[src/inc/pwp_regs.vh]
`ifndef PWP_REGS_VH
`define PWP_REGS_VH

// Register offsets, byte addresses on the word-wide bus.
`define PWP_CLR_OFFSET      12'h000
`define PWP_SET_OFFSET      12'h004

// Field positions inside the protection word.
`define PWP_EVENT_BIT       1
`define PWP_SERIAL_LSB      2
`define PWP_SERIAL_MSB      7
`define PWP_TIMER_LSB       8
`define PWP_TIMER_MSB       15
`define PWP_ADC_BIT         16
`define PWP_AC_BIT          17
`define PWP_DAC_BIT         18
`define PWP_TOUCH_BIT       19

// Bits that hold a real protection flag.
`define PWP_VALID_MASK      32'h000FFFFE
// Bits that read as a fixed one and ignore writes.
`define PWP_FIXED_ONES      32'h00800000
// Reset value of the protection flags.
`define PWP_FLAGS_RESET     32'h00000000

`endif

[src/hdl/pwp_protect_clear.v]
// Behaviour
// - Writing a zero to a protection bit of the clear register leaves that flag unchanged.
// - Writing a one to a protection bit of the clear register clears that peripheral's flag.
// - Reading a protection bit gives 1 while the peripheral is protected and 0 otherwise.
// - Bits 8 to 15 hold the protection of timer units zero to seven in ascending order.
// - Bits 2 to 7 hold the protection of serial units zero to five in ascending order.
`timescale 1ns/1ns
`default_nettype none
`include "pwp_regs.vh"

module pwp_protect_clear #(
  parameter ADDR_W = 12
) (
  // Clock and reset.
  input  wire        clk,
  input  wire        rst_n,
  // AHB-Lite slave port.
  input  wire        hsel,
  input  wire [31:0] haddr,
  input  wire [1:0]  htrans,
  input  wire        hwrite,
  input  wire [2:0]  hsize,
  input  wire [31:0] hwdata,
  input  wire        hready,
  output reg         hreadyout,
  output reg         hresp,
  output reg  [31:0] hrdata,
  // Protection state towards the guarded peripherals.
  output wire        event_router_protect_bit,
  output wire [5:0]  serial_unit_protect_bits,
  output wire [7:0]  timer_protect_bits,
  output wire [2:0]  analog_protect_bits,
  output wire        touch_unit_protect_bit
);

  // Register selector codes, one-hot.
  localparam [1:0] SEL_NONE = 2'b00;
  localparam [1:0] SEL_CLR  = 2'b01;
  localparam [1:0] SEL_SET  = 2'b10;

  reg  [1:0]  rst_sync_r;
  wire        rst_int_n;
  reg  [31:0] prot_r;
  wire [31:0] prot_nxt;
  reg  [1:0]  wsel_r;
  reg  [31:0] rdata_nxt;
  wire        addr_phase;
  wire [1:0]  asel;

  // Decodes a byte address to a register selector.
  function [1:0] reg_sel;
    input [ADDR_W-1:0] addr;
    begin
      if (addr == `PWP_CLR_OFFSET)
        reg_sel = SEL_CLR;
      else if (addr == `PWP_SET_OFFSET)
        reg_sel = SEL_SET;
      else
        reg_sel = SEL_NONE;
    end
  endfunction

  // Reset is released through two flip-flops.
  always @(posedge clk or negedge rst_n)
  begin
    if (!rst_n)
      rst_sync_r <= 2'b00;
    else
      rst_sync_r <= {rst_sync_r[0], 1'b1};
  end

  assign rst_int_n = rst_sync_r[1];

  // A transfer is taken when selected, active and the bus is ready.
  assign addr_phase = hsel && htrans[1] && hready;
  assign asel       = reg_sel(haddr[ADDR_W-1:0]);

  // One flag cell per bit position, built from the mask of assigned bits.
  // Unassigned positions are tied low so no write can ever reach them.
  genvar gi;
  generate
    for (gi = 0; gi < 32; gi = gi + 1)
    begin : g_flag
      if (((`PWP_VALID_MASK >> gi) & 32'h00000001) != 32'h00000000)
      begin : g_used
        // A one in a clear write drops the flag, a zero keeps it.
        assign prot_nxt[gi] = (wsel_r == SEL_CLR) ? (prot_r[gi] & ~hwdata[gi]) :
                              (wsel_r == SEL_SET) ? (prot_r[gi] | hwdata[gi]) :
                              prot_r[gi];
      end
      else
      begin : g_spare
        // Spare positions hold no state and ignore every write.
        assign prot_nxt[gi] = 1'b0;
      end
    end
  endgenerate

  // Read value taken from the updated flags so back-to-back access is coherent.
  always @*
  begin
    rdata_nxt = 32'h00000000;
    if (asel != SEL_NONE)
      rdata_nxt = (prot_nxt & `PWP_VALID_MASK) | `PWP_FIXED_ONES;
  end

  // Protection flags, write capture and registered bus answers.
  always @(posedge clk or negedge rst_int_n)
  begin
    if (!rst_int_n)
    begin
      prot_r    <= `PWP_FLAGS_RESET;
      wsel_r    <= SEL_NONE;
      hrdata    <= 32'h00000000;
      hreadyout <= 1'b1;
      hresp     <= 1'b0;
    end
    else
    begin
      prot_r    <= prot_nxt;
      hreadyout <= 1'b1;
      hresp     <= 1'b0;
      if (addr_phase && hwrite)
        wsel_r <= asel;
      else
        wsel_r <= SEL_NONE;
      if (addr_phase && !hwrite)
        hrdata <= rdata_nxt;
    end
  end

  // Per-peripheral flags straight from the flag register.
  assign event_router_protect_bit = prot_r[`PWP_EVENT_BIT];
  assign serial_unit_protect_bits = prot_r[`PWP_SERIAL_MSB:`PWP_SERIAL_LSB];
  assign timer_protect_bits       = prot_r[`PWP_TIMER_MSB:`PWP_TIMER_LSB];
  assign analog_protect_bits      = prot_r[`PWP_DAC_BIT:`PWP_ADC_BIT];
  assign touch_unit_protect_bit   = prot_r[`PWP_TOUCH_BIT];

endmodule

`default_nettype wire

[config.mk]
export PLATFORM = sky130hd
export DESIGN_NAME = pwp_protect_clear
export DESIGN_NICKNAME = d
export VERILOG_FILES = /design/src/hdl/pwp_protect_clear.v
export VERILOG_INCLUDE_DIRS = /design/src /design/src/inc
export SDC_FILE = /design/constraint.sdc
export NUM_CORES = 1
export LEC_CHECK = 0
export ABC_AREA = 0
export ABC_CLOCK_PERIOD_IN_PS = 1450
export BUFFER_PORTS_ARGS = -buffer_cell sky130_fd_sc_hd__buf_2
export CORE_MARGIN = 3
export CORE_UTILIZATION = 42
export DETAILED_ROUTE_END_ITERATION = 7
export PLACE_DENSITY = 0.81
export SLEW_MARGIN = 15
export SYNTH_ARGS = -nofsm -noshare
export SYNTH_HDL_FRONTEND = slang
export SYNTH_SLANG_ARGS = --single-unit
[constraint.sdc]
create_clock -name clk -period 1.45 [get_ports clk]
set_input_delay 0.0725 -clock clk [delete_from_list [all_inputs] [get_ports clk]]
set_output_delay 0.0725 -clock clk [all_outputs]
set_load 0.02 [all_outputs]
======== Word-level counts from Yosys, hierarchy flattened ========
Cells that the tools add are included.
word-level totals
  register bits after elaboration ......... 55
  bits in writable memories ............... 0
  ROM bits ................................ 0
  word-level logic and storage cells ...... 113
  bits of input ports ..................... 74
  memories ................................ 0
  output and inout bits ................... 53
  latch bits .............................. 0
cells by class
  equality and inequality tests ........... 3
  $lt $le $gt $ge ......................... 0
  reduce and logical (&&, ||, !) cells .... 7
  multiply operators ...................... 0
  shifts and indexed selects .............. 0
  div/mod/pow operators ................... 0
  add/sub/neg operators ................... 0
  multiplexer cells ....................... 42
  bitwise gates (word level) .............. 57
operator list
  operator                                                                 count
  1-bit two-way mux                                                        38
  24-bit two-way mux                                                       1
  1-bit bitwise AND                                                        19
  1-bit inverter                                                           19
  1-bit bitwise OR                                                         19
  12-bit by 3-bit equality test with 1-bit output (second input constant)  1
  12-bit zero test                                                         1
  2-bit two-way mux                                                        3
  1-bit logical AND                                                        4
  2-bit by 1-bit equality test with 1-bit output (second input constant)   1
  2-bit equality test (second input constant)                              1
  2-bit nonzero test                                                       1
  1-bit zero test                                                          1

======== Logic depth before layout (Yosys ltp) ========
Gate-level depths: netlist of run 1.
  depth in word-level cells ............... 5
  depth in mapped cells ................... 5
  depth with buffers taken out ............ 3

======== Worst setup path after synthesis of run 1 ========
Ideal clock, no wire load.
  path type ............................... register to register
  from .................................... reg wsel_r[1]
  to ...................................... reg hrdata[7]
  required time ........................... 1325 ps
  setup slack ............................. 295 ps
  stages on the path, launching flop included .. 6
  data arrival time ....................... 1030 ps
  path through ............................ dfrtp_1 -> buf_2 -> buf_6 -> a21oi_1 -> a2bb2oi_1 -> o21ai_1
between the ends
  longest elaborated chain between the ends .. 4
ends and longest elaborated chain
  what                    RTL line                 source
  start, declared         pwp_protect_clear.v:45   reg [1:0] wsel_r;
  start signal, assigned  pwp_protect_clear.v:124  wsel_r <= asel;
  2-bit equality test     pwp_protect_clear.v:88   (wsel_r == SEL_SET) ? (prot_r[gi] | hwdata[gi]) :
  1-bit two-way mux       pwp_protect_clear.v:88
  1-bit two-way mux (*)   pwp_protect_clear.v:87   assign prot_nxt[gi] = (wsel_r == SEL_CLR) ? (prot_r[gi] & ~hwdata[gi]) :
  24-bit two-way mux (*)  pwp_protect_clear.v:103  if (asel != SEL_NONE)
  end signal, assigned    pwp_protect_clear.v:128  hrdata <= rdata_nxt;
  end, declared           pwp_protect_clear.v:27   output reg [31:0] hrdata,
Every way passes the cells marked *; elsewhere a longest branch is shown, timed or not.
A chain may end at the register's enable or synchronous reset.

======== Worst setup path in the final report of run 1 ========
Same ends and word-level chain as after synthesis.

==> results of run 1 <==
-- synth_stat cells --
master,count
buf_2,3
buf_6,2
nor4_4,2
and4_1,1
nand2b_1,19
o21ai_1,19
nor2_1,2
buf_4,16
nand4b_1,1
a2bb2oi_1,19
a21oi_1,19
nand2_1,21
conb_1,2
inv_1,20
and4b_1,1
nand4_1,2
dfrtp_1,43
clkbuf_1,3
nor3_1,1
-- registers in the layout (all words and copies together) (netlist names) --
name and flops:
hrdata 20, prot_r 19, rst_sync_r 2, wsel_r 2
-- per-layer routing --
metal / GRT usage / vias up / wire length, um
met5: 0 / - / 0
li1: - / 788 / -
met4: 0.0415 / 0 / 47
met1: 0.201 / 715 / 1740
met2: 0.268 / 62 / 1970
met3: 0.0459 / 5 / 300
-- stage by stage --
stage                     setup WS (ns)  hold slack (ns)
after CTS                         0.219           0.0763
after detailed placement          0.256           -0.137
after global placement            0.277           -0.140
final                             0.229           0.0789
after global routing              0.152           0.0841
after floorplan                   0.165           -0.223
-- area by class of cell --
cell class	instances	area [sq um]
Clock inverter	1	5.00
Inverter	20	75.1
Multi-Input combinational cell	122	706
Fill cell	417	1980
Tap cell	52	65.1
Sequential cell	43	1080
Timing Repair Buffer	84	460
Clock buffer	7	76.3
-- worst reg2reg max path, cell delays in order (launching register included) --
cell and delay [ns]:
dfrtp_1 0.38, buf_4 0.19, a21oi_1 0.17, a2bb2oi_1 0.25
o21ai_1 0.11
-- timing repair --
action	4_1_cts	5_1_grt
hold buffers	2	0
buffers inserted	0	0
resized for setup	0	0
endpoints found under the hold margin	4	0
-- kinds of logic after synthesis --
| group | count (synthesis) | share of synthesized area |
|---|---|---|
| buffers and inverters | 44 | 0.123 |
| AND/OR/NAND/NOR | 50 | 0.148 |
| AO/OA/AOI/OAI | 57 | 0.180 |
| other | 2 | 0.00380 |
| flip-flops | 43 | 0.544 |
-- path summary, 6_finish.rpt --
path                               start       endpoint  slack [ns]
setup / recovery               wsel_r[1]      hrdata[7]        0.23
hold / removal                 haddr[10]      wsel_r[0]        0.08
setup reg to reg               wsel_r[1]      hrdata[7]        0.23
hold reg to reg            rst_sync_r[1]      hrdata[3]        0.22
max in group asynchronous  rst_sync_r[1]     prot_r[15]        0.75
min in group asynchronous          rst_n  rst_sync_r[1]        0.11
-- cell usage in the layout, fill, tap and decap left out, types with 5 or more instances in the layout --
| cell type | instances |
|---|---|
| o21ai_1 | 19 |
| nand2_1 | 21 |
| a2bb2oi_1 | 19 |
| buf_2 | 75 |
| inv_1 | 20 |
| dfrtp_1 | 42 |
| buf_4 | 6 |
| conb_1 | 15 |
| nand2b_1 | 19 |
| clkbuf_8 | 5 |
| a21oi_1 | 19 |
-- report_power, final --
| group | switching [W] | internal (W) | total (W) |
|---|---|---|---|
| sequential | 0.0000115 | 0.00120 | 0.00121 |
| clock | 0.000366 | 0.000338 | 0.000704 |
| combinational | 0.0000873 | 0.0000559 | 0.000143 |
| total | 0.000465 | 0.00160 | 0.00206 |
==> impl_metrics.ini, run 1 <==
[outcome]
outcome = finished clean

[worst_hold_path]
hp-class = in2reg
hold-path-cell-count = 4

[critical_path]
path_class = reg2reg
crit_cells = 4
worst-path-buf-inv = 1
reg2reg_depth = 4
path_max_fanout = 20
critical_path.startpoint_type = flip-flop
slowest_delay_ns = 0.38
cp.required_ns = 1.62
slowest_stage = dfrtp_1
worstPathCellList = buf_4, a21oi_1, a2bb2oi_1, o21ai_1
endpoint_kind = flip-flop
cp_top_family = compound AO/OA/AOI/OAI gates
worstPathArrival_ns = 1.39

[synthesis]
synth_cell_types = 19
syn_area_per_cell_sq_um = 10.1
yosysTopAreaCell = dfrtp_1
synth_top_area_frac = 0.544
synth-seq-area-share = 0.544
yosys-top-cells-area = dfrtp_1 (54%), a2bb2oi_1 (8.4%), buf_4 (6.1%)
netlist_area_sq_um = 1980
synth_cells = 196
ys_ff_latch = 43
synth-warning-count = 0

[routing]
routed_wl_mm = 4.06
ant_nets = 0
drt_iter0_markers = 46
avgViaCountPerCell = 4.77
vias = 1570
routedWlPerCell_um = 12.3
drc = 0
drtPass1Iterations = 4

[global_route]
grt_max_degree = 22
grt_pass1_wl_mm = 6.64
grt-ovfl-total = 0
grt_pass1_vias = 1453
grt_usage = 0.159
antenna_found_initial = 0

[clocking]
clock_latency_ns = 0.29
numCtsBuffers = 5
cts.sinks = 43
clkTransAtPathRegs_ns = 0.08
h-tree-depth = 2
root_buffer = clkbuf_8
ctsLongestPathBuffers = 2
cts_tree = yes

[finish]
area_growth_pct = 24.7
drive_gt1_frac = 0.329
fin_cells = 329
nets = 350
fin_area_sq_um = 2460
diodes = 0
finish.utilization = 0.555

[placed_design]
postPlaceCellArea_sq_um = 2360
hpwl_mm = 3.04
numPortBuffers = 75
routabilityCongestion = 0.729
placed_cells = 319

[sta]
fmax_mhz = 819
post-route-min-period_ns = 1.22
finalCritPeriodShare = 0.842
finalSetupViolations = 0
finalMaxSlewViolations = 0
fin_skew_ns = 0.00808
setup-tns-final_ns = 0
finalHoldViolations = 0
rsz0062_at_grt = no

[power_and_ir_drop]
power-per-cell-area_nw_per_um2 = 836
power_w = 0.00206
leakagePower_nw = 1.19
ir_drop_v = 0.000520

[floorplan]
fp-row-count = 24
pin_count = 127
core_area_sq_um = 4440
die_x_um = 74.6
initial_core_util = 0.445
die_h_um = 74.6
dieArea_sq_um = 5570

[job]
cap_violations = 0
Note: power is estimated with default switching activity, not from simulation.
==> run 2, diff against run 1 <==
- ABC_CLOCK_PERIOD_IN_PS: 1450 -> 1200
- clock period: 1.45 -> 1.2 ns (I/O delays scaled with it)
==> run 2 against run 1 <==
- register-to-register slack worse by 0.18 ns
- via count is 2.7% higher
- critical path depth stayed put
- cell count is 0.30% higher
- sequential cell count stayed put
- sequential share of layout area is 2.4 points lower
- count of clock-buffer cells in the layout is 1 higher
- maximum frequency is 6.5% higher
- critical endpoint is now hrdata[6]
- largest cell class unchanged
==> impl_metrics.ini, run 2 (same netlist as run 1, synthesis figures left out) <==
[critical_path]
worstPathCellList = buf_4, nand2b_1, a2bb2oi_1, o21ai_1
reg2reg_to = hrdata[6]
reg2reg_from = wsel_r[1]
cp-endpoint = hrdata[6]
path_class = reg2reg
rrSetupSlack_ns = 0.05
reg2reg_depth = 4
slowest_delay_ns = 0.38
setup.worst_path.start = wsel_r[1]
path_max_fanout = 20
critical_path.startpoint_type = flip-flop
endpoint_kind = flip-flop
worstPathArrival_ns = 1.32
cp.required_ns = 1.37
slowest_stage = dfrtp_1

[global_route]
grt_usage = 0.155
grt_pass1_wl_mm = 6.58
antenna_found_initial = 0
grt_max_degree = 23
grt_pass1_vias = 1502
grt-ovfl-total = 0

[job]
cap_violations = 0

[routing]
avgViaCountPerCell = 4.88
vias = 1612
drtPass1Iterations = 4
drc = 0
ant_nets = 0
drt_iter0_markers = 67
routedWlPerCell_um = 12.9
routed_wl_mm = 4.24

[sta]
finalMaxSlewViolations = 0
whs_ns = 0.0787
finalHoldViolations = 0
finalCritPeriodShare = 0.955
post-route-min-period_ns = 1.15
fin_ws_ns = 0.0539
finalSetupViolations = 0
fin_skew_ns = 0.00296
rsz0062_at_grt = yes
fmax_mhz = 873

[floorplan]
pin_count = 127
fp-row-count = 24
die_x_um = 74.6
dieArea_sq_um = 5570
core_area_sq_um = 4440
initial_core_util = 0.445
die_h_um = 74.6

[clocking]
numCtsBuffers = 5
clkTransAtPathRegs_ns = 0.07
h-tree-depth = 2
root_buffer = clkbuf_8
cts_tree = yes
cts.sinks = 43
clock_latency_ns = 0.28
ctsLongestPathBuffers = 2

[power_and_ir_drop]
pwr-share-seq = 0.557
power.internal_w = 0.00204
swShare = 0.218
p_sw_w = 0.000569
p_comb_frac = 0.074
power-per-cell-area_nw_per_um2 = 1000
leakagePower_nw = 1.23
ir_drop_v = 0.000440
p_clk_frac = 0.370

[finish]
fillCellCount = 390
drive_gt1_frac = 0.414
reg_top3 = hrdata (20), prot_r (19)
nets = 351
layout.cells.most_common = buf_2
finish.utilization = 0.586
final_cell_mix = buf_2 (75), dfrtp_1 (42), nand2_1 (21), inv_1 (20)
diodes = 0
area_growth_pct = 31.8
fin_area_sq_um = 2610
fin_cells = 330
largest_reg_flops = 20
largest-register = hrdata

[placed_design]
placed_cells = 320
routabilityCongestion = 0.745
hpwl_mm = 3.05
pre_cts_ws_ns = 0.0340
numPortBuffers = 75
postPlaceCellArea_sq_um = 2360

[worst_hold_path]
hp-class = in2reg

[outcome]
outcome = finished clean
==> run 2: changes by cell type in the layout (fill, tap and decap cells not counted), sizes merged <==
cell    change
buf         +1
clkbuf      +1
clkinv      -1
==> run 2: timing repair <==
action                                 CTS  global route
setup endpoints to repair                0            25
hold buffers                             2             0
setup buffers                            0             0
resized for setup                        0            22
endpoints found under the hold margin    4             0
==> run 2: per-layer routing <==
metal	routed length, um	share of wire	vias up	track usage
li1	-	-	785	-
met5	0	0	-	0
met1	1800	0.42	762	0.183
met2	2120	0.50	60	0.275
met4	57	0.013	0	0.0593
met3	261	0.062	5	0.0351
==> run 2: power by group through the flow <==
stage,Clock [W],Combinational [W],Sequential (W)
2_1_floorplan,0,0.000101,0.00150
3_3_place_gp,0,0.000175,0.00148
3_5_place_dp,0,0.000180,0.00148
4_1_cts,0.00102,0.000185,0.00145
5_1_grt,0.00106,0.000218,0.00145
6_report,0.000965,0.000193,0.00145
==> run 2: worst max-delay path, delay by kind of cell, from the launching register on <==
family / cells / cell delay (ns)
buffers and inverters: 1 / 0.20
flip-flops: 1 / 0.38
AO/OA/AOI/OAI: 2 / 0.30
AND/OR/NAND/NOR: 1 / 0.16
==> run 2: cell type report <==
class / count / area [sq um] / area share
Tap cell: 52 / 65.1 / 0.0250
Multi-Input combinational cell: 122 / 833 / 0.320
Timing Repair Buffer: 85 / 455 / 0.175
Inverter: 20 / 75.1 / 0.0288
Sequential cell: 43 / 1080 / 0.413
Clock buffer: 8 / 100 / 0.0384
==> run 2: how the worst min path moves through the flow <==
stage	depth (start not counted)	from	to	slack [ns]
floorplan	0	rst_n	rst_sync_r[0]	-0.24
global placement	1	rst_n	rst_sync_r[0]	-0.15
detailed placement	1	rst_n	rst_sync_r[0]	-0.15
CTS	4	haddr[11]	wsel_r[1]	0.07
global route	4	haddr[10]	wsel_r[1]	0.08
finish	4	haddr[10]	wsel_r[1]	0.08
==> run 2: through the flow <==
| step | setup TNS, ns | power, W |
|---|---|---|
| 2_1_floorplan | 0 | 0.00160 |
| 3_3_place_gp | 0 | 0.00166 |
| 3_5_place_dp | 0 | 0.00166 |
| 4_1_cts | 0 | 0.00265 |
| 5_1_grt | -0.0350 | 0.00273 |
| 6_report | 0 | 0.00261 |
